--- src/core/rsis_pkg.sv ---
package rsis_pkg;

  // Clock and times
  localparam int CLK_HZ         = 10_000_000;
  localparam int DEB_TIME_US    = 100;
  localparam int DEB_CYC        = (DEB_TIME_US * (CLK_HZ / 1_000_000));
  localparam int HOLD_TIME_MS   = 1;
  localparam int HOLD_CYC_DEF   = (HOLD_TIME_MS * (CLK_HZ / 1000));
  localparam int PRST_TIME_MS   = 1000;
  localparam int PRST_CYC_DEF   = (PRST_TIME_MS * (CLK_HZ / 1000));
  localparam int MOTOR_TIME_US  = 100;
  localparam int MOTOR_CYC      = (MOTOR_TIME_US * (CLK_HZ / 1_000_000));
  localparam int CAL_TIME_US    = 200;
  localparam int CAL_CYC        = (CAL_TIME_US * (CLK_HZ / 1_000_000));
  localparam int CNT_W          = 24;
  localparam int PROG_MAX       = 127;

  // Register offsets
  localparam logic [7:0] CTRL_OFF   = 8'h00;
  localparam logic [7:0] STATUS_OFF = 8'h04;
  localparam logic [7:0] ERROR_OFF  = 8'h08;
  localparam logic [7:0] PROG_OFF   = 8'h0C;
  localparam logic [7:0] CMD_OFF    = 8'h10;

  // Field positions and reset values
  localparam int CTRL_SEL_LSB     = 0;
  localparam int CTRL_PENDANT_BIT = 2;
  localparam int CMD_MANUAL_BIT   = 0;
  localparam int CMD_CLEAR_BIT    = 1;
  localparam int ERR_VALID_BIT    = 16;
  localparam logic [1:0] SEL_RST  = 2'h0;
  localparam logic       PEND_RST = 1'b1;

  // Error codes
  localparam logic [15:0] ERR_AUTO_LOST  = 16'h21FC;
  localparam logic [15:0] ERR_RESTRICT   = 16'h21FD;
  localparam logic [15:0] ERR_MAN_SHORT  = 16'h21F2;
  localparam logic [15:0] ERR_AUTO_OPEN  = 16'h21F3;
  localparam logic [15:0] ERR_SEL_MODE   = 16'h21E2;
  localparam logic [15:0] ERR_SEL_PARITY = 16'h21E4;
  localparam logic [15:0] ERR_SEL_RANGE  = 16'h21E6;
  localparam logic [15:0] ERR_SEL_EARLY  = 16'h2031;
  localparam logic [15:0] ERR_NONE       = 16'h0000;

  // Operation modes, selector uses the same order
  typedef enum logic [1:0] {MD_MANUAL, MD_TEACH, MD_INT_AUTO, MD_EXT_AUTO} rsis_mode_t;

  // Preparation sequencer steps
  typedef enum logic [2:0] {SQ_IDLE, SQ_MOTOR, SQ_CAL, SQ_SPEED, SQ_EXT, SQ_PRST} rsis_seq_t;

  // Conditioned contact inputs
  typedef struct packed {
    logic       auto_enable;
    logic       prep_start;
    logic       motor_req;
    logic       cal_req;
    logic       full_speed_request;
    logic       ext_mode_req;
    logic       prog_reset_req;
    logic       clear_fail;
    logic       prog_start;
    logic       prog_parity;
    logic [7:0] prog_sel;
  } rsis_pins_t;

  // Latched error
  typedef struct packed {
    logic        valid;
    logic [15:0] code;
  } rsis_err_t;

endpackage : rsis_pkg

--- src/core/rsis_sequencer.sv ---
`timescale 1ns/100ps
module rsis_sequencer #(
  parameter int HOLD_CYC = rsis_pkg::HOLD_CYC_DEF,
  parameter int PRST_CYC = rsis_pkg::PRST_CYC_DEF
) (
  // Clock and reset
  input  wire logic        SYS_CLK_I,
  input  wire logic        RST_B_I,
  // APB slave
  input  wire logic        PSEL_I,
  input  wire logic        PENABLE_I,
  input  wire logic        PWRITE_I,
  input  wire logic [7:0]  PADDR_I,
  input  wire logic [31:0] PWDATA_I,
  output logic      [31:0] PRDATA_O,
  output logic             PREADY_O,
  output logic             PSLVERR_O,
  // Contact inputs, high means shorted
  input  wire logic        AUTO_ENABLE_I,
  input  wire logic        PREP_START_I,
  input  wire logic        MOTOR_REQ_I,
  input  wire logic        CAL_REQ_I,
  input  wire logic        FULL_SPEED_REQUEST_I,
  input  wire logic        EXT_MODE_REQ_I,
  input  wire logic        PROG_RESET_REQ_I,
  input  wire logic        CLEAR_FAIL_I,
  input  wire logic        PROG_START_I,
  input  wire logic        PROG_PARITY_I,
  input  wire logic [7:0]  PROG_SEL_I,
  // Status outputs
  output logic             POWER_ON_COMPLETE_O,
  output logic             AUTO_MODE_O,
  output logic             EXT_MODE_O,
  output logic             MANUAL_OK_O,
  output logic             MOTOR_ON_O,
  output logic             CAL_DONE_O,
  output logic             FULL_SPEED_O,
  output logic             PROG_INIT_O,
  output logic             PROG_RUN_O,
  output logic      [7:0]  PROG_NUM_O,
  output logic             ERROR_VALID_O,
  output logic      [15:0] ERROR_CODE_O
);

  localparam int PIN_W = $bits(rsis_pkg::rsis_pins_t);

  logic [PIN_W-1:0]       raw_pins;
  logic [PIN_W-1:0]       deb_pins;
  rsis_pkg::rsis_pins_t   pins;
  rsis_pkg::rsis_pins_t   pins_q;
  rsis_pkg::rsis_mode_t   mode;
  rsis_pkg::rsis_mode_t   next_mode;
  rsis_pkg::rsis_seq_t    seq;
  rsis_pkg::rsis_seq_t    next_seq;
  rsis_pkg::rsis_err_t    err;
  rsis_pkg::rsis_err_t    next_err;
  logic [1:0]             sel;
  logic                   pendant;
  logic [4:0]             pend;
  logic [rsis_pkg::CNT_W-1:0] cnt;
  logic [rsis_pkg::CNT_W-1:0] step_len;
  logic [rsis_pkg::CNT_W-1:0] stable_cnt;
  logic                   motor_on;
  logic                   cal_done;
  logic                   full_speed;
  logic                   allowed_q;
  logic                   run_pulse;
  logic [7:0]             prog_num;

  assign raw_pins = {AUTO_ENABLE_I, PREP_START_I, MOTOR_REQ_I, CAL_REQ_I, FULL_SPEED_REQUEST_I,
                     EXT_MODE_REQ_I, PROG_RESET_REQ_I, CLEAR_FAIL_I, PROG_START_I,
                     PROG_PARITY_I, PROG_SEL_I};
  assign pins = rsis_pkg::rsis_pins_t'(deb_pins);

  // Three-stage synchroniser and debounce per contact
  for (genvar i = 0; i < PIN_W; i++) begin : g_cond
    logic s1, s2, s3, deb;
    logic [rsis_pkg::CNT_W-1:0] dcnt;
    always_ff @(posedge SYS_CLK_I) begin
      if (!RST_B_I) begin
        {s1, s2, s3, deb} <= 4'h0;
        dcnt              <= '0;
      end else begin
        s1 <= raw_pins[i];
        s2 <= s1;
        s3 <= s2;
        if ((s2 == s3) && (s3 != deb)) begin
          dcnt <= dcnt + 1'b1;
          if (dcnt == rsis_pkg::CNT_W'(rsis_pkg::DEB_CYC - 1)) begin
            deb  <= s3;
            dcnt <= '0;
          end
        end else begin
          dcnt <= '0;
        end
      end
    end
    assign deb_pins[i] = deb;
  end

  // APB decode
  wire apb_acc   = PSEL_I & PENABLE_I;
  wire hit_ctrl  = (PADDR_I == rsis_pkg::CTRL_OFF);
  wire hit_stat  = (PADDR_I == rsis_pkg::STATUS_OFF);
  wire hit_err   = (PADDR_I == rsis_pkg::ERROR_OFF);
  wire hit_prog  = (PADDR_I == rsis_pkg::PROG_OFF);
  wire hit_cmd   = (PADDR_I == rsis_pkg::CMD_OFF);
  wire mapped    = hit_ctrl | hit_stat | hit_err | hit_prog | hit_cmd;
  wire wr_fire   = apb_acc & PREADY_O & PWRITE_I & mapped;
  wire cmd_wr    = wr_fire & hit_cmd;
  wire cmd_man   = cmd_wr & PWDATA_I[rsis_pkg::CMD_MANUAL_BIT];
  wire cmd_clr   = cmd_wr & PWDATA_I[rsis_pkg::CMD_CLEAR_BIT];
  wire [31:0] stat_word = {23'h000000, (mode <= rsis_pkg::MD_TEACH) & !pins.auto_enable,
                           seq != rsis_pkg::SQ_IDLE, seq == rsis_pkg::SQ_PRST, full_speed,
                           cal_done, motor_on, pins.auto_enable, mode};
  wire [31:0] rd_word   = hit_ctrl ? {29'h00000000, pendant, sel} :
                          hit_stat ? stat_word :
                          hit_err  ? {15'h0000, err} :
                          hit_prog ? {24'h000000, prog_num} : 32'h00000000;

  // APB answer, one wait state
  always_ff @(posedge SYS_CLK_I) begin
    if (!RST_B_I) begin
      PREADY_O  <= 1'b0;
      PSLVERR_O <= 1'b0;
      PRDATA_O  <= 32'h00000000;
    end else begin
      PREADY_O  <= apb_acc & !PREADY_O;
      PSLVERR_O <= apb_acc & !PREADY_O & !mapped;
      PRDATA_O  <= (apb_acc & !PREADY_O & !PWRITE_I) ? rd_word : 32'h00000000;
    end
  end

  // Control register
  always_ff @(posedge SYS_CLK_I) begin
    if (!RST_B_I) begin
      sel     <= rsis_pkg::SEL_RST;
      pendant <= rsis_pkg::PEND_RST;
    end else if (wr_fire & hit_ctrl) begin
      sel     <= PWDATA_I[rsis_pkg::CTRL_SEL_LSB +: 2];
      pendant <= PWDATA_I[rsis_pkg::CTRL_PENDANT_BIT];
    end
  end

  // Mode qualification
  wire en        = pins.auto_enable;
  wire is_auto   = (mode == rsis_pkg::MD_INT_AUTO) | (mode == rsis_pkg::MD_EXT_AUTO);
  wire is_ext    = (mode == rsis_pkg::MD_EXT_AUTO);
  wire sel_auto  = sel[1];
  wire auto_ok   = en | !pendant;
  wire allowed   = is_auto ? auto_ok : !en;
  wire prep_rise = pins.prep_start & !pins_q.prep_start;
  wire start_rise = pins.prog_start & !pins_q.prog_start;

  // Program start checks
  wire par_ok    = ^{pins.prog_parity, pins.prog_sel};
  wire range_ok  = (pins.prog_sel <= 8'(rsis_pkg::PROG_MAX));
  wire word_chg  = ({pins.prog_parity, pins.prog_sel} != {pins_q.prog_parity, pins_q.prog_sel});
  wire early     = word_chg | (stable_cnt < rsis_pkg::CNT_W'(HOLD_CYC));
  wire ev_mode   = start_rise & !is_ext;
  wire ev_early  = start_rise & is_ext & pendant & early;
  wire ev_par    = start_rise & is_ext & pendant & !early & !par_ok;
  wire ev_range  = start_rise & is_ext & pendant & !early & par_ok & !range_ok;
  wire run_ok    = start_rise & is_ext & pendant & !early & par_ok & range_ok;

  // Mode error events
  wire clr_req   = (prep_rise & pins.clear_fail) | cmd_clr;
  wire lost_held = err.valid & (err.code == rsis_pkg::ERR_AUTO_LOST) & !clr_req;
  wire ev_f3     = sel_auto & !en & pendant & !lost_held;
  wire ev_fc     = is_auto & !auto_ok;
  wire ev_fd     = allowed_q & !allowed & !ev_fc;
  wire ev_f2     = cmd_man & en & !is_auto;

  // Sequencer step qualification
  wire go_ext    = (seq == rsis_pkg::SQ_EXT) & pend[3] & motor_on & cal_done
                   & pendant & is_auto & auto_ok;
  wire step_act  = (seq == rsis_pkg::SQ_MOTOR) ? pend[0] & is_auto :
                   (seq == rsis_pkg::SQ_CAL)   ? pend[1] & motor_on :
                   (seq == rsis_pkg::SQ_PRST)  ? pend[4] : 1'b0;
  wire step_done = !step_act | (cnt == step_len - 1'b1);
  assign step_len = (seq == rsis_pkg::SQ_MOTOR) ? rsis_pkg::CNT_W'(rsis_pkg::MOTOR_CYC) :
                    (seq == rsis_pkg::SQ_CAL)   ? rsis_pkg::CNT_W'(rsis_pkg::CAL_CYC) :
                    (seq == rsis_pkg::SQ_PRST)  ? rsis_pkg::CNT_W'(PRST_CYC) :
                    rsis_pkg::CNT_W'(1);

  // Sequencer next step, one sub-command at a time
  always_comb begin
    next_seq = seq;
    case (seq)
      rsis_pkg::SQ_IDLE:  if (prep_rise) next_seq = rsis_pkg::SQ_MOTOR;
      rsis_pkg::SQ_MOTOR: if (step_done) next_seq = rsis_pkg::SQ_CAL;
      rsis_pkg::SQ_CAL:   if (step_done) next_seq = rsis_pkg::SQ_SPEED;
      rsis_pkg::SQ_SPEED: next_seq = rsis_pkg::SQ_EXT;
      rsis_pkg::SQ_EXT:   next_seq = rsis_pkg::SQ_PRST;
      rsis_pkg::SQ_PRST:  if (step_done) next_seq = rsis_pkg::SQ_IDLE;
      default:            next_seq = rsis_pkg::SQ_IDLE;
    endcase
  end

  // Mode next value
  always_comb begin
    next_mode = mode;
    if (ev_fc) begin
      next_mode = rsis_pkg::MD_MANUAL;
    end else if (ev_early) begin
      next_mode = rsis_pkg::MD_INT_AUTO;
    end else if (go_ext) begin
      next_mode = rsis_pkg::MD_EXT_AUTO;
    end else if (!sel_auto) begin
      next_mode = rsis_pkg::rsis_mode_t'(sel);
    end else if (!is_auto && auto_ok) begin
      next_mode = rsis_pkg::MD_INT_AUTO;
    end
  end

  // Error next value, a new event beats a clear
  always_comb begin
    next_err = err;
    if (ev_fc) begin
      next_err = '{1'b1, rsis_pkg::ERR_AUTO_LOST};
    end else if (ev_f3) begin
      next_err = '{1'b1, rsis_pkg::ERR_AUTO_OPEN};
    end else if (ev_early) begin
      next_err = '{1'b1, rsis_pkg::ERR_SEL_EARLY};
    end else if (ev_mode) begin
      next_err = '{1'b1, rsis_pkg::ERR_SEL_MODE};
    end else if (ev_par) begin
      next_err = '{1'b1, rsis_pkg::ERR_SEL_PARITY};
    end else if (ev_range) begin
      next_err = '{1'b1, rsis_pkg::ERR_SEL_RANGE};
    end else if (ev_fd) begin
      next_err = '{1'b1, rsis_pkg::ERR_RESTRICT};
    end else if (ev_f2) begin
      next_err = '{1'b1, rsis_pkg::ERR_MAN_SHORT};
    end else if (clr_req) begin
      next_err = '{1'b0, rsis_pkg::ERR_NONE};
    end
  end

  // Core state
  always_ff @(posedge SYS_CLK_I) begin
    if (!RST_B_I) begin
      pins_q    <= '0;
      mode      <= rsis_pkg::MD_MANUAL;
      seq       <= rsis_pkg::SQ_IDLE;
      err       <= '0;
      allowed_q <= 1'b1;
      pend      <= 5'h00;
      cnt       <= '0;
    end else begin
      pins_q    <= pins;
      mode      <= next_mode;
      seq       <= next_seq;
      err       <= next_err;
      allowed_q <= allowed;
      cnt       <= (next_seq != seq) ? '0 : cnt + 1'b1;
      if (prep_rise && (seq == rsis_pkg::SQ_IDLE)) begin
        pend <= {pins.prog_reset_req, pins.ext_mode_req, pins.full_speed_request,
                 pins.cal_req, pins.motor_req};
      end
    end
  end

  // Motor, calibration and speed state
  always_ff @(posedge SYS_CLK_I) begin
    if (!RST_B_I) begin
      motor_on   <= 1'b0;
      cal_done   <= 1'b0;
      full_speed <= 1'b0;
    end else begin
      if (ev_mode | ev_early) begin
        motor_on <= 1'b0;
      end else if ((seq == rsis_pkg::SQ_MOTOR) && step_act && step_done) begin
        motor_on <= 1'b1;
      end
      if ((seq == rsis_pkg::SQ_CAL) && step_act && step_done) begin
        cal_done <= 1'b1;
      end
      if ((seq == rsis_pkg::SQ_SPEED) && pend[2]) begin
        full_speed <= 1'b1;
      end
    end
  end

  // Program number stability and launch
  always_ff @(posedge SYS_CLK_I) begin
    if (!RST_B_I) begin
      stable_cnt <= '0;
      prog_num   <= 8'h00;
      run_pulse  <= 1'b0;
    end else begin
      if (word_chg) begin
        stable_cnt <= '0;
      end else if (early) begin
        stable_cnt <= stable_cnt + 1'b1;
      end
      run_pulse <= run_ok;
      if (run_ok) begin
        prog_num <= pins.prog_sel;
      end
    end
  end

  // Registered outputs
  always_ff @(posedge SYS_CLK_I) begin
    if (!RST_B_I) begin
      POWER_ON_COMPLETE_O <= 1'b0;
      AUTO_MODE_O         <= 1'b0;
      EXT_MODE_O          <= 1'b0;
      MANUAL_OK_O         <= 1'b0;
      MOTOR_ON_O          <= 1'b0;
      CAL_DONE_O          <= 1'b0;
      FULL_SPEED_O        <= 1'b0;
      PROG_INIT_O         <= 1'b0;
      PROG_RUN_O          <= 1'b0;
      PROG_NUM_O          <= 8'h00;
      ERROR_VALID_O       <= 1'b0;
      ERROR_CODE_O        <= rsis_pkg::ERR_NONE;
    end else begin
      POWER_ON_COMPLETE_O <= 1'b1;
      AUTO_MODE_O         <= is_auto;
      EXT_MODE_O          <= is_ext & auto_ok;
      MANUAL_OK_O         <= !is_auto & !en;
      MOTOR_ON_O          <= motor_on;
      CAL_DONE_O          <= cal_done;
      FULL_SPEED_O        <= full_speed;
      PROG_INIT_O         <= (seq == rsis_pkg::SQ_PRST) & pend[4];
      PROG_RUN_O          <= run_pulse;
      PROG_NUM_O          <= prog_num;
      ERROR_VALID_O       <= err.valid;
      ERROR_CODE_O        <= err.code;
    end
  end
endmodule : rsis_sequencer

--- config.mk ---
export PLATFORM = sky130hd
export DESIGN_NAME = rsis_sequencer
export DESIGN_NICKNAME = d
export VERILOG_FILES = /design/src/core/rsis_pkg.sv /design/src/core/rsis_sequencer.sv
export SDC_FILE = /design/constraint.sdc
export NUM_CORES = 1
export LEC_CHECK = 0
export ABC_AREA = 1
export BUFFER_PORTS_ARGS = -buffer_cell sky130_fd_sc_hd__buf_2
export CAP_MARGIN = 20
export CORE_ASPECT_RATIO = 0.5
export CORE_UTILIZATION = 36
export DETAILED_ROUTE_END_ITERATION = 6
export PLACE_DENSITY = 0.56
export SLEW_MARGIN = 20
export SYNTH_ARGS = -nofsm -noshare
export SYNTH_HDL_FRONTEND = slang
export SYNTH_SLANG_ARGS = --single-unit
--- constraint.sdc ---
create_clock -name SYS_CLK_I -period 4.56 [get_ports SYS_CLK_I]
set_input_delay 0 -clock SYS_CLK_I [delete_from_list [all_inputs] [get_ports SYS_CLK_I]]
set_output_delay 0 -clock SYS_CLK_I [all_outputs]
set_load 0.005 [all_outputs]
=== Yosys cells after proc, flatten, opt, wreduce, memory -nomap -nowiden ===
Index checks and enable logic that the tools add are counted.

* Bitwise logic cells: 75
* Add/sub/neg operators: 21
* Equality and inequality tests: 71
* Muxes and demuxes: 30
* Order comparisons: 3
* Reductions and logical operators: 94

{| class="wikitable"
|+ Operator list
! operator !! count
|-
| 24-bit by 1-bit adder with 24-bit output (second input constant) || 20
|-
| 24-bit by 10-bit equality test with 1-bit output (second input constant) || 18
|-
| 17-bit two-way mux || 10
|-
| 24-bit two-way mux || 3
|-
| 3-bit OR reduction || 20
|-
| 1-bit bitwise AND || 45
|-
| 2-bit AND reduction || 19
|-
| 1-bit logical AND || 25
|-
| 24-bit equality test || 1
|-
| 24-bit by 14-bit less-than comparator with 1-bit output (second input constant) || 1
|-
| 24-bit by 1-bit subtractor with 24-bit output (second input constant) || 1
|-
| 1-bit inverter || 20
|-
| 1-bit equality test || 18
|-
| 1-bit logical NOT || 18
|-
| 1-bit inequality test || 18
|-
| 3-bit case mux with 6 select lines || 1
|-
| 8-bit by 4-bit equality test with 1-bit output (second input constant) || 2
|-
| 3-bit two-way mux || 5
|-
| 10-bit equality test (second input constant) || 1
|-
| 1-bit bitwise OR || 10
|-
| 9-bit two-way mux || 1
|-
| 9-bit inequality test || 1
|-
| 9-bit nonzero test || 1
|-
| 9-bit parity || 1
|-
| 21 further kinds || 34
|}

* Word-level logic and storage cells: 423
* Flip-flop bits (word level): 662
* Input port bits: 63
* Output and inout bits: 68

=== Logic depth before layout (Yosys ltp) ===
Gate-level depths: netlist (run 1).

* Depth in word-level cells: 18
* Mapped depth: 22
* Gate-level depth less buffers: 20

=== Worst setup path after synthesis (run 1) ===
OpenSTA, ideal clock, no wires.

* Path type: reg-to-reg
* Start point: reg seq[0]
* End point: reg cnt[15] (netlist name)
* Period minus slack after synthesis: 2.370 ns
* Setup slack: 2.190 ns
* Setup time: 0.121 ns
* Stages on the path, launching flop included: 21
* Arrival: 2.249 ns
* Path buffers: 2
* Data required time: 4.439 ns
* Path through: dfxtp_1 buf_6 clkinv_2 nand2_1 o21ai_2 inv_2 ha_1 inv_1 nand2_1 nand3_1 nor2_1 nand3_1 nor2_2 nand3_2 nand3_1 nand2_2 nor2_2 nand2_2 nand3_4 buf_12 nor2_4

* Longest elaborated chain between the ends: 11
* Elaborated cells on any way between the ends: 23
* Classes of those cells: 1 x add/sub; 7 x eq/ne; 11 x mux; 1 x bitwise; 3 x reduce/logical

{| class="wikitable"
|+ RTL lines
! element !! line !! source
|-
| start: declaration || rsis_sequencer.sv:53 || <nowiki>rsis_pkg::rsis_seq_t seq;</nowiki>
|-
| start signal: assignment || rsis_sequencer.sv:245 || <nowiki>seq <= rsis_pkg::SQ_IDLE;</nowiki>
|-
| start signal: assignment || rsis_sequencer.sv:253 || <nowiki>seq <= next_seq;</nowiki>
|-
| 3-bit equality test || rsis_sequencer.sv:179, rsis_sequencer.sv:183, rsis_sequencer.sv:189 ||
|-
| 24-bit two-way mux || rsis_sequencer.sv:183 || <nowiki>(seq == rsis_pkg::SQ_PRST) ? rsis_pkg::CNT_W'(PRST_CYC) :</nowiki>
|-
| 24-bit two-way mux || rsis_sequencer.sv:182 || <nowiki>(seq == rsis_pkg::SQ_CAL) ? rsis_pkg::CNT_W'(rsis_pkg::CAL_CYC) :</nowiki>
|-
| 24-bit two-way mux || rsis_sequencer.sv:181 || <nowiki>assign step_len = (seq == rsis_pkg::SQ_MOTOR) ? rsis_pkg::CNT_W'(rsis_pkg::MOTOR_CYC) :</nowiki>
|-
| 24-bit by 1-bit subtractor with 24-bit output || rsis_sequencer.sv:180 || <nowiki>wire step_done = !step_act | (cnt == step_len - 1'b1);</nowiki>
|-
| 24-bit equality test || rsis_sequencer.sv:180 ||
|-
| 1-bit bitwise OR || rsis_sequencer.sv:180 ||
|-
| 3-bit two-way mux, on equally long branches || rsis_sequencer.sv:195, rsis_sequencer.sv:191, rsis_sequencer.sv:192 ||
|-
| 3-bit case mux with 6 select lines || rsis_sequencer.sv:189 || <nowiki>case (seq)</nowiki>
|-
| 3-bit inequality test * || rsis_sequencer.sv:256 || <nowiki>cnt <= (next_seq != seq) ? '0 : cnt + 1'b1;</nowiki>
|-
| 2-bit OR reduction (no line) * || -- ||
|-
| end signal: assignment || rsis_sequencer.sv:256 ||
|-
| end: declaration || rsis_sequencer.sv:60 || <nowiki>logic [rsis_pkg::CNT_W-1:0] cnt;</nowiki>
|}

Every way passes the cells marked *; elsewhere a longest branch is shown, timed or not.
A chain may end at the register's enable or synchronous reset.

=== Worst setup path in the final report (run 1) ===
* Start point: in PADDR_I[6]
* End point: reg pendant

* Longest elaborated chain between the ends: 7
* Elaborated cells on any way between the ends: 11
* Classes of those cells: 4 x eq/ne; 6 x bitwise; 1 x reduce/logical

{| class="wikitable"
|+ RTL lines
! element !! line !! source
|-
| start: declaration || rsis_sequencer.sv:13 || <nowiki>input wire logic [7:0] PADDR_I,</nowiki>
|-
| 8-bit by 3-bit equality test with 1-bit output or 8-bit logical NOT (tied branches) || rsis_sequencer.sv:104, rsis_sequencer.sv:103 ||
|-
| 1-bit bitwise OR (4 in series) || rsis_sequencer.sv:108 || <nowiki>wire mapped = hit_ctrl | hit_stat | hit_err | hit_prog | hit_cmd;</nowiki>
|-
| 1-bit bitwise AND || rsis_sequencer.sv:109 || <nowiki>wire wr_fire = apb_acc & PREADY_O & PWRITE_I & mapped;</nowiki>
|-
| 1-bit bitwise AND * || rsis_sequencer.sv:139 || <nowiki>end else if (wr_fire & hit_ctrl) begin</nowiki>
|-
| end signal: assignment || rsis_sequencer.sv:138 || <nowiki>pendant <= rsis_pkg::PEND_RST;</nowiki>
|-
| end signal: assignment || rsis_sequencer.sv:141 || <nowiki>pendant <= PWDATA_I[rsis_pkg::CTRL_PENDANT_BIT];</nowiki>
|-
| end: declaration || rsis_sequencer.sv:58 || <nowiki>logic pendant;</nowiki>
|}

Marked as above.

==> results of run 1 <==
[where the power goes]
part           switching (uW)  internal (uW)
logic                     128           68.7
registers                16.9           5550
clock network            2220           3170
total                    2370           8790
[state kept, by name, indices dropped and copies added (netlist names), 10 cells and up]
name and cells:
g_cond.s1 18, g_cond.deb 17, cnt 24, g_cond.dcnt 432
g_cond.s3 18, PRDATA_O 10, g_cond.s2 18, stable_cnt 24
pins_q 11
[stage by stage]
stage	instances	power, uW	utilization, %	hold slack, ns	setup slack, ns
floorplan	3982	5820	-	0.0277	2.19
global placement	5009	5860	38.4	0.179	1.52
detailed placement	5009	5860	38.4	0.189	1.48
CTS	5168	11300	41.8	0.0194	1.22
global route	5168	11600	41.8	0.0929	0.921
finish	5168	11200	41.8	0.0768	1.16
[routing by layer]
layer / part of all wire (%) / global-route usage, % / up-vias
met4: 2.9 / 5.21 / 0
met3: 3.2 / 2.30 / 101
met5: 0 / 0 / -
li1: - / - / 13025
met2: 45 / 25.3 / 272
met1: 49 / 20.1 / 11082
[cells in the mapped netlist (22+ instances only)]
cell type / number / share of area, %
buf_4: 33 / 0.86
dfxtp_1: 632 / 44
nor2_1: 595 / 7.8
o21ai_0: 125 / 2.2
inv_1: 617 / 8.1
a21oi_1: 217 / 3.8
nand2_1: 638 / 8.3
nor4_1: 94 / 2.0
clkbuf_1: 44 / 0.58
xnor2_1: 40 / 1.2
xor2_1: 93 / 2.8
nor3_1: 208 / 3.6
nor3b_1: 57 / 1.5
o21a_1: 22 / 0.58
nand4_1: 113 / 2.5
or2_2: 23 / 0.50
ha_1: 25 / 1.1
nand3_1: 189 / 3.3
[cell families after synthesis]
logic type	count (synthesis)	share of synthesized area (%)
XOR/XNOR	133	4.06
buffers and inverters	717	9.98
AND/OR/NAND/NOR	2003	32.1
AO/OA/AOI/OAI	445	8.70
adder cells (fa/ha/maj)	25	1.09
other	1	0.0131
flip-flops	632	44.1
[worst paths after layout]
path	cells past startpoint	slack, ns	endpoint	start
worst min register to register	2	0.41	g_cond[14].s2$_SDFF_PN0_	g_cond[14].s1$_SDFF_PN0_
worst max register to register	16	1.44	cnt[11]$_SDFF_PP0_	seq[0]$_SDFF_PN0_
worst min-delay path	7	0.08	PRDATA_O[8]$_SDFF_PP0_	PADDR_I[7]
worst max-delay path	15	1.16	pendant$_SDFFE_PN1P_	PADDR_I[6]
[area by class of cell]
cell class                 instances  area share (%)
clock buffer                      81            5.31
clock inverter                    31            1.23
inverter                         630            7.25
multi-input combinational       2633            40.8
sequential                       632            38.8
tap                             1036            3.97
timing repair buffer             125            2.68
[cell usage in the layout, fill, tap and decap left out, types with 40 or more instances in the layout]
cell and instances:
a21oi_1 217, buf_2 73, clkbuf_16 62, dfxtp_1 632, dlygate4sd3_1 47, inv_1 616
nand2_1 638, nand3_1 189, nand4_1 113, nor2_1 595, nor3_1 208, nor3b_1 57
nor4_1 93, o21ai_0 125, xnor2_1 40, xor2_1 93
[critical path: stages]
cell	delay (ns)
dlygate4sd3_1	0.53
buf_2	0.12
nor2_1	0.11
dlygate4sd3_1	0.56
nand3_1	0.06
dlygate4sd3_1	0.56
nor2_1	0.22
nor2_1	0.08
nand3_1	0.13
nand2_1	0.09
nor2_1	0.25
nand2_1	0.07
dlygate4sd3_1	0.56
o211ai_1	0.07
dlygate4sd3_1	0.56
==> summary.txt, run 1 <==
Run status
  – Outcome: complete, no violations

Worst hold path
  – HP Class: input pin to flop

Final layout
  – Fill cell count: 7999
  – Multi-input gate area: 0.0133 mm^2
  – FF/Latch Area: 0.0127 mm^2
  – Share of layout cells above drive strength 1: 6.80%
  – Finished layout cell area: 0.0326 mm^2
  – Synth-to-layout area growth: 13.6%
  – N_diodes: 0
  – Total Nets Final: 4171

Critical path
  – Startpoint Class: input pin
  – WP data required: 5.14 ns
  – Critical Path AT: 3.98 ns
  – Crit path max fanout: 5
  – Crit path kind: input pin to flop
  – Crit. End Element: flop

Clocking
  – Hold buffers post-CTS: 47
  – CTS H-Tree Depth: 2
  – Clock slew at reported path FFs: 0.06 ns
  – Postcts setup bufs: 0
  – CTS sink count: 632
  – Post-CTS resize count: 0
  – Clock Latency Late Sink: 0.64 ns
  – Max Buffers Root-to-Sink: 3
  – Root Buffer: clkbuf_16
  – TritonCTS clock tree: yes
  – Num CTS Buffers: 61

Global route
  – Vias in the first global route: 22888
  – Initial antenna violation count: 0
  – Largest net degree at the start of global routing: 63
  – Remaining Overflow, GRT: 0
  – First-pass GRT wire length: 106000 um
  – GRT Util Overall: 15.2%

Floorplanning
  – Die width: 401 um
  – DIE HEIGHT: 202 um
  – Initial core utilization: 36.8%
  – IO Pins: 131
  – Core Rows: 72
  – Core Region: 0.0781 mm^2
  – Die footprint: 0.0809 mm^2

Drt
  – Post-detailed-route wirelength per cell: 11.9 um
  – DR pass1 iterations: 5
  – Final routed DRC violation total: 0
  – DRT iter0 DRCs: 1367
  – Post-DR vias/cell: 4.74
  – Total Wirelength: 61700 um
  – Antenna Nets Post-Route: 0
  – Vias: 24480

Placed design
  – PortBufs: 74
  – Post-DP Area: 0.0300 mm^2
  – Hpwl dp: 44000 um
  – GP Congestion: 0.845

STA
  – Post-route clock period utilization: 74.5%
  – Final Hold Viols: 0
  – Worst slew pin tran: 0.828 ns
  – Setup Viol. Count Final: 0
  – Shortest period the worst path allows: 3.40 ns
  – Fin Setup TNS: 0 ns
  – Max-slew violation count: 0
  – Slew headroom: 44.7%
  – Fmax: 294 MHz
  – Clock Skews: 0.0169 ns
  – RSZ-0062 raised after global routing: no

Power and ir drop
  – P_leak: 0.0122 uW
  – Peak VDD IR: 0.349 mV
  – Power density cells: 342 mW/mm^2

Logic synthesis
  – Post-synth EDFFs: 0
  – Cells after Synth: 3956
  – Ys async rst share: 0%
  – Sequential cell area fraction in the yosys report: 44.1%
  – Post-synthesis cell type count: 60
  – Ys flop type: dfxtp_1
  – Mapped cell area: 0.0287 mm^2
  – Syn Area/Cell: 7.26 um^2
  – Yosys warnings: 0
  – Yosys reg bits: 632

Run
  – Max-cap violations: 0
Note: power is estimated with default switching activity, not from simulation.
==> inputs of run 2 (changes only) <==
- clock period: 4.56 -> 3.5 ns (I/O delays scaled with it)
==> summary.txt, run 2 (synthesis gave the netlist of run 1 again) <==
STA
  – Worst hold slack: 0.0888 ns (+0.0120 ns)
  – Shortest period the worst path allows: 3.34 ns
  – RSZ-0062 raised after global routing: no
  – Max-slew violation count: 0 (unchanged)
  – Fmax: 300 MHz
  – Worst slew pin tran: 0.820 ns (-0.00761 ns)
  – Clock Skews: 0.0137 ns (-0.00315 ns)
  – Final Hold Viols: 0 (unchanged)
  – Setup Viol. Count Final: 0 (unchanged)
  – Slew headroom: 45.2% (+0.51 points)
  – Post-route clock period utilization: 95.3%
  – Fin Setup TNS: 0 ns (unchanged)

Final layout
  – N_diodes: 0 (unchanged)
  – Commonest non-fill, non-tap cell in the layout: nand2_1
  – Largest registers: g_cond.dcnt (432), cnt (24), stable_cnt (24)
  – Finished layout cell area: 0.0328 mm^2 (+0.58%)
  – Multi-input gate area: 0.0133 mm^2 (unchanged)
  – Max reg flops: 432 (unchanged)
  – Fill cell count: 7992 (-0.088%)
  – Share of layout cells above drive strength 1: 7.26% (+0.46 points)
  – Largest Register: g_cond.dcnt
  – FF/Latch Area: 0.0127 mm^2 (unchanged)
  – Commonest cells after routing, fill and taps aside: 638 x nand2_1, 632 x dfxtp_1, 616 x inv_1, 595 x nor2_1, 217 x a21oi_1
  – Total Nets Final: 4181 (+0.24%)
  – Synth-to-layout area growth: 14.3%

Drt
  – Post-detailed-route wirelength per cell: 11.9 um (-0.36%)
  – Post-DR vias/cell: 4.72 (-0.32%)
  – Total Wirelength: 61600 um (-0.11%)
  – Final routed DRC violation total: 2 (+2)
  – DRT iter0 DRCs: 1396 (+2.1%)
  – Vias: 24462 (-0.074%)
  – Antenna Nets Post-Route: 0 (unchanged)
  – DR pass1 iterations: 7 (+2)

Critical path
  – Worst flop-to-flop path startpoint: seq[0]$_SDFF_PN0_
  – Flop-to-flop setup slack: 0.58 ns (-0.86 ns)
  – Cells on worst reg2reg path: 19 (+3)
  – CP endpoint: pendant$_SDFFE_PN1P_
  – R2r endpoint: cnt[20]$_SDFF_PP0_
  – Crit path max fanout: 11 (+6)
  – Critical Path AT: 3.91 ns (-0.07 ns)
  – Crit. End Element: flop
  – Crit path from: PADDR_I[0]
  – Crit path kind: input pin to flop
  – WP data required: 4.07 ns (-1.07 ns)
  – Startpoint Class: input pin

Power and ir drop
  – Peak VDD IR: 0.389 mV (+11%)
  – Clock power frac: 49.2% (+0.9 points)
  – Net load switching power: 3100 uW (+31%)
  – Pwr Total: 14800 uW (+33%)
  – Cell-internal power: 11700 uW (+33%)
  – Sw frac: 21.0% (-0.21 points)
  – Seq pwr share: 49.1% (-0.8 points)
  – Part of the power in combinational logic: 1.8% (about the same)
  – Power density cells: 451 mW/mm^2 (+32%)
  – P_leak: 0.0123 uW (+0.96%)

Placed design
  – Hpwl dp: 44300 um (+0.70%)
  – GP Congestion: 0.877 (+3.7%)
  – Post-DP Area: 0.0301 mm^2 (+0.42%)
  – PortBufs: 74 (unchanged)

Global route
  – Remaining Overflow, GRT: 0 (unchanged)
  – First-pass GRT wire length: 106000 um (+0.26%)
  – Initial antenna violation count: 0 (unchanged)
  – Vias in the first global route: 22910 (+0.096%)
  – Largest net degree at the start of global routing: 54 (-14%)
  – GRT Util Overall: 15.2% (+0.026 points)

Floorplanning
  – Core Region: 0.0781 mm^2 (unchanged)
  – Die footprint: 0.0809 mm^2 (unchanged)
  – DIE HEIGHT: 202 um (unchanged)
  – IO Pins: 131 (unchanged)
  – Core Rows: 72 (unchanged)
  – Die width: 401 um (unchanged)
  – Initial core utilization: 36.8% (unchanged)

Worst hold path
  – Worst hold stages: 7 (unchanged)
  – HP Class: input pin to flop

Clocking
  – TritonCTS clock tree: yes
  – Root Buffer: clkbuf_16
  – Clock Latency Late Sink: 0.63 ns (about the same)
  – Clock slew at reported path FFs: 0.07 ns (about the same)
  – Postcts setup bufs: 0 (unchanged)
  – CTS sink count: 632 (unchanged)
  – Max Buffers Root-to-Sink: 3 (unchanged)
  – CTS H-Tree Depth: 2 (unchanged)
  – Num CTS Buffers: 61 (unchanged)

Run status
  – Outcome: complete, but fails checks
  – Failing checks: DRC

Run
  – Max-cap violations: 0 (unchanged)
## run 2: cell types whose count changed in the layout (fill, tap and decap cells not counted), moves of 3 or more
| cell | before | now |
|---|---|---|
| clkinv_2 | 18 | 12 |
| buf_4 | 5 | 19 |
| dlygate4sd3_1 | 47 | 42 |
| clkbuf_8 | 11 | 21 |
| clkinvlp_4 | 4 | 1 |
## run 2: critical path: stages
cell,delay [ns]
dlygate4sd3_1,0.54
buf_2,0.12
nor2_1,0.17
dlygate4sd3_1,0.62
inv_1,0.06
nor4_2,0.21
buf_4,0.22
nor2_1,0.09
nand3_1,0.16
nand2_1,0.09
nor2_1,0.29
nand2_1,0.08
dlygate4sd3_1,0.57
o211ai_1,0.09
dlygate4sd3_1,0.58
## run 2: worst min-delay path by stage
| stage | startpoint | endpoint | slack (ns) |
|---|---|---|---|
| floorplan | RST_B_I | POWER_ON_COMPLETE_O$_DFF_P_ | 0.03 |
| global placement | PROG_SEL_I[7] | g_cond[7].s1$_SDFF_PN0_ | 0.18 |
| detailed placement | PROG_START_I | g_cond[9].s1$_SDFF_PN0_ | 0.19 |
| CTS | PADDR_I[1] | PSLVERR_O$_SDFF_PN0_ | 0.01 |
| global route | PROG_SEL_I[3] | g_cond[3].s1$_SDFF_PN0_ | 0.07 |
| finish | PADDR_I[5] | PRDATA_O[8]$_SDFF_PP0_ | 0.09 |
## run 2: routing by layer
| metal | global-route usage (%) | part of all wire, % | routed length [um] |
|---|---|---|---|
| met1 | 20.1 | 49 | 30400 |
| met2 | 25.8 | 46 | 28100 |
| met3 | 2.34 | 3.2 | 1980 |
| met4 | 4.17 | 1.8 | 1120 |
| met5 | 0 | 0 | 0 |
## run 2: power groups by stage
| stage | clock network, uW | registers [uW] | logic [uW] |
|---|---|---|---|
| global route | 7840 | 7250 | 294 |
| global placement | 0 | 7410 | 228 |
| CTS | 7540 | 7250 | 263 |
| finish | 7270 | 7250 | 260 |
| detailed placement | 0 | 7410 | 231 |
| floorplan | 0 | 7410 | 179 |
## run 2: through the flow
stage,util (%),setup slack (ns),instances
floorplan,-,1.13,3982
global placement,38.6,0.650,5024
detailed placement,38.6,0.623,5024
CTS,42.0,0.305,5181
global route,42.0,0.0618,5181
finish,42.0,0.163,5181
## run 2: layout make-up
type	instances	share of cell area, %
Inverter	630	7.21
Sequential cell	632	38.6
Timing Repair Buffer	135	2.89
Clock buffer	89	5.68
Multi-Input combinational cell	2633	40.5
Tap cell	1036	3.95
Clock inverter	26	1.18
## run 2: what timing repair did
action / 4_1_cts / 5_1_grt
hold buffers: 42 / 0
gates resized for setup: 0 / 0
endpoints found under the hold margin: 99 / 0
setup endpoints to repair: 0 / 0
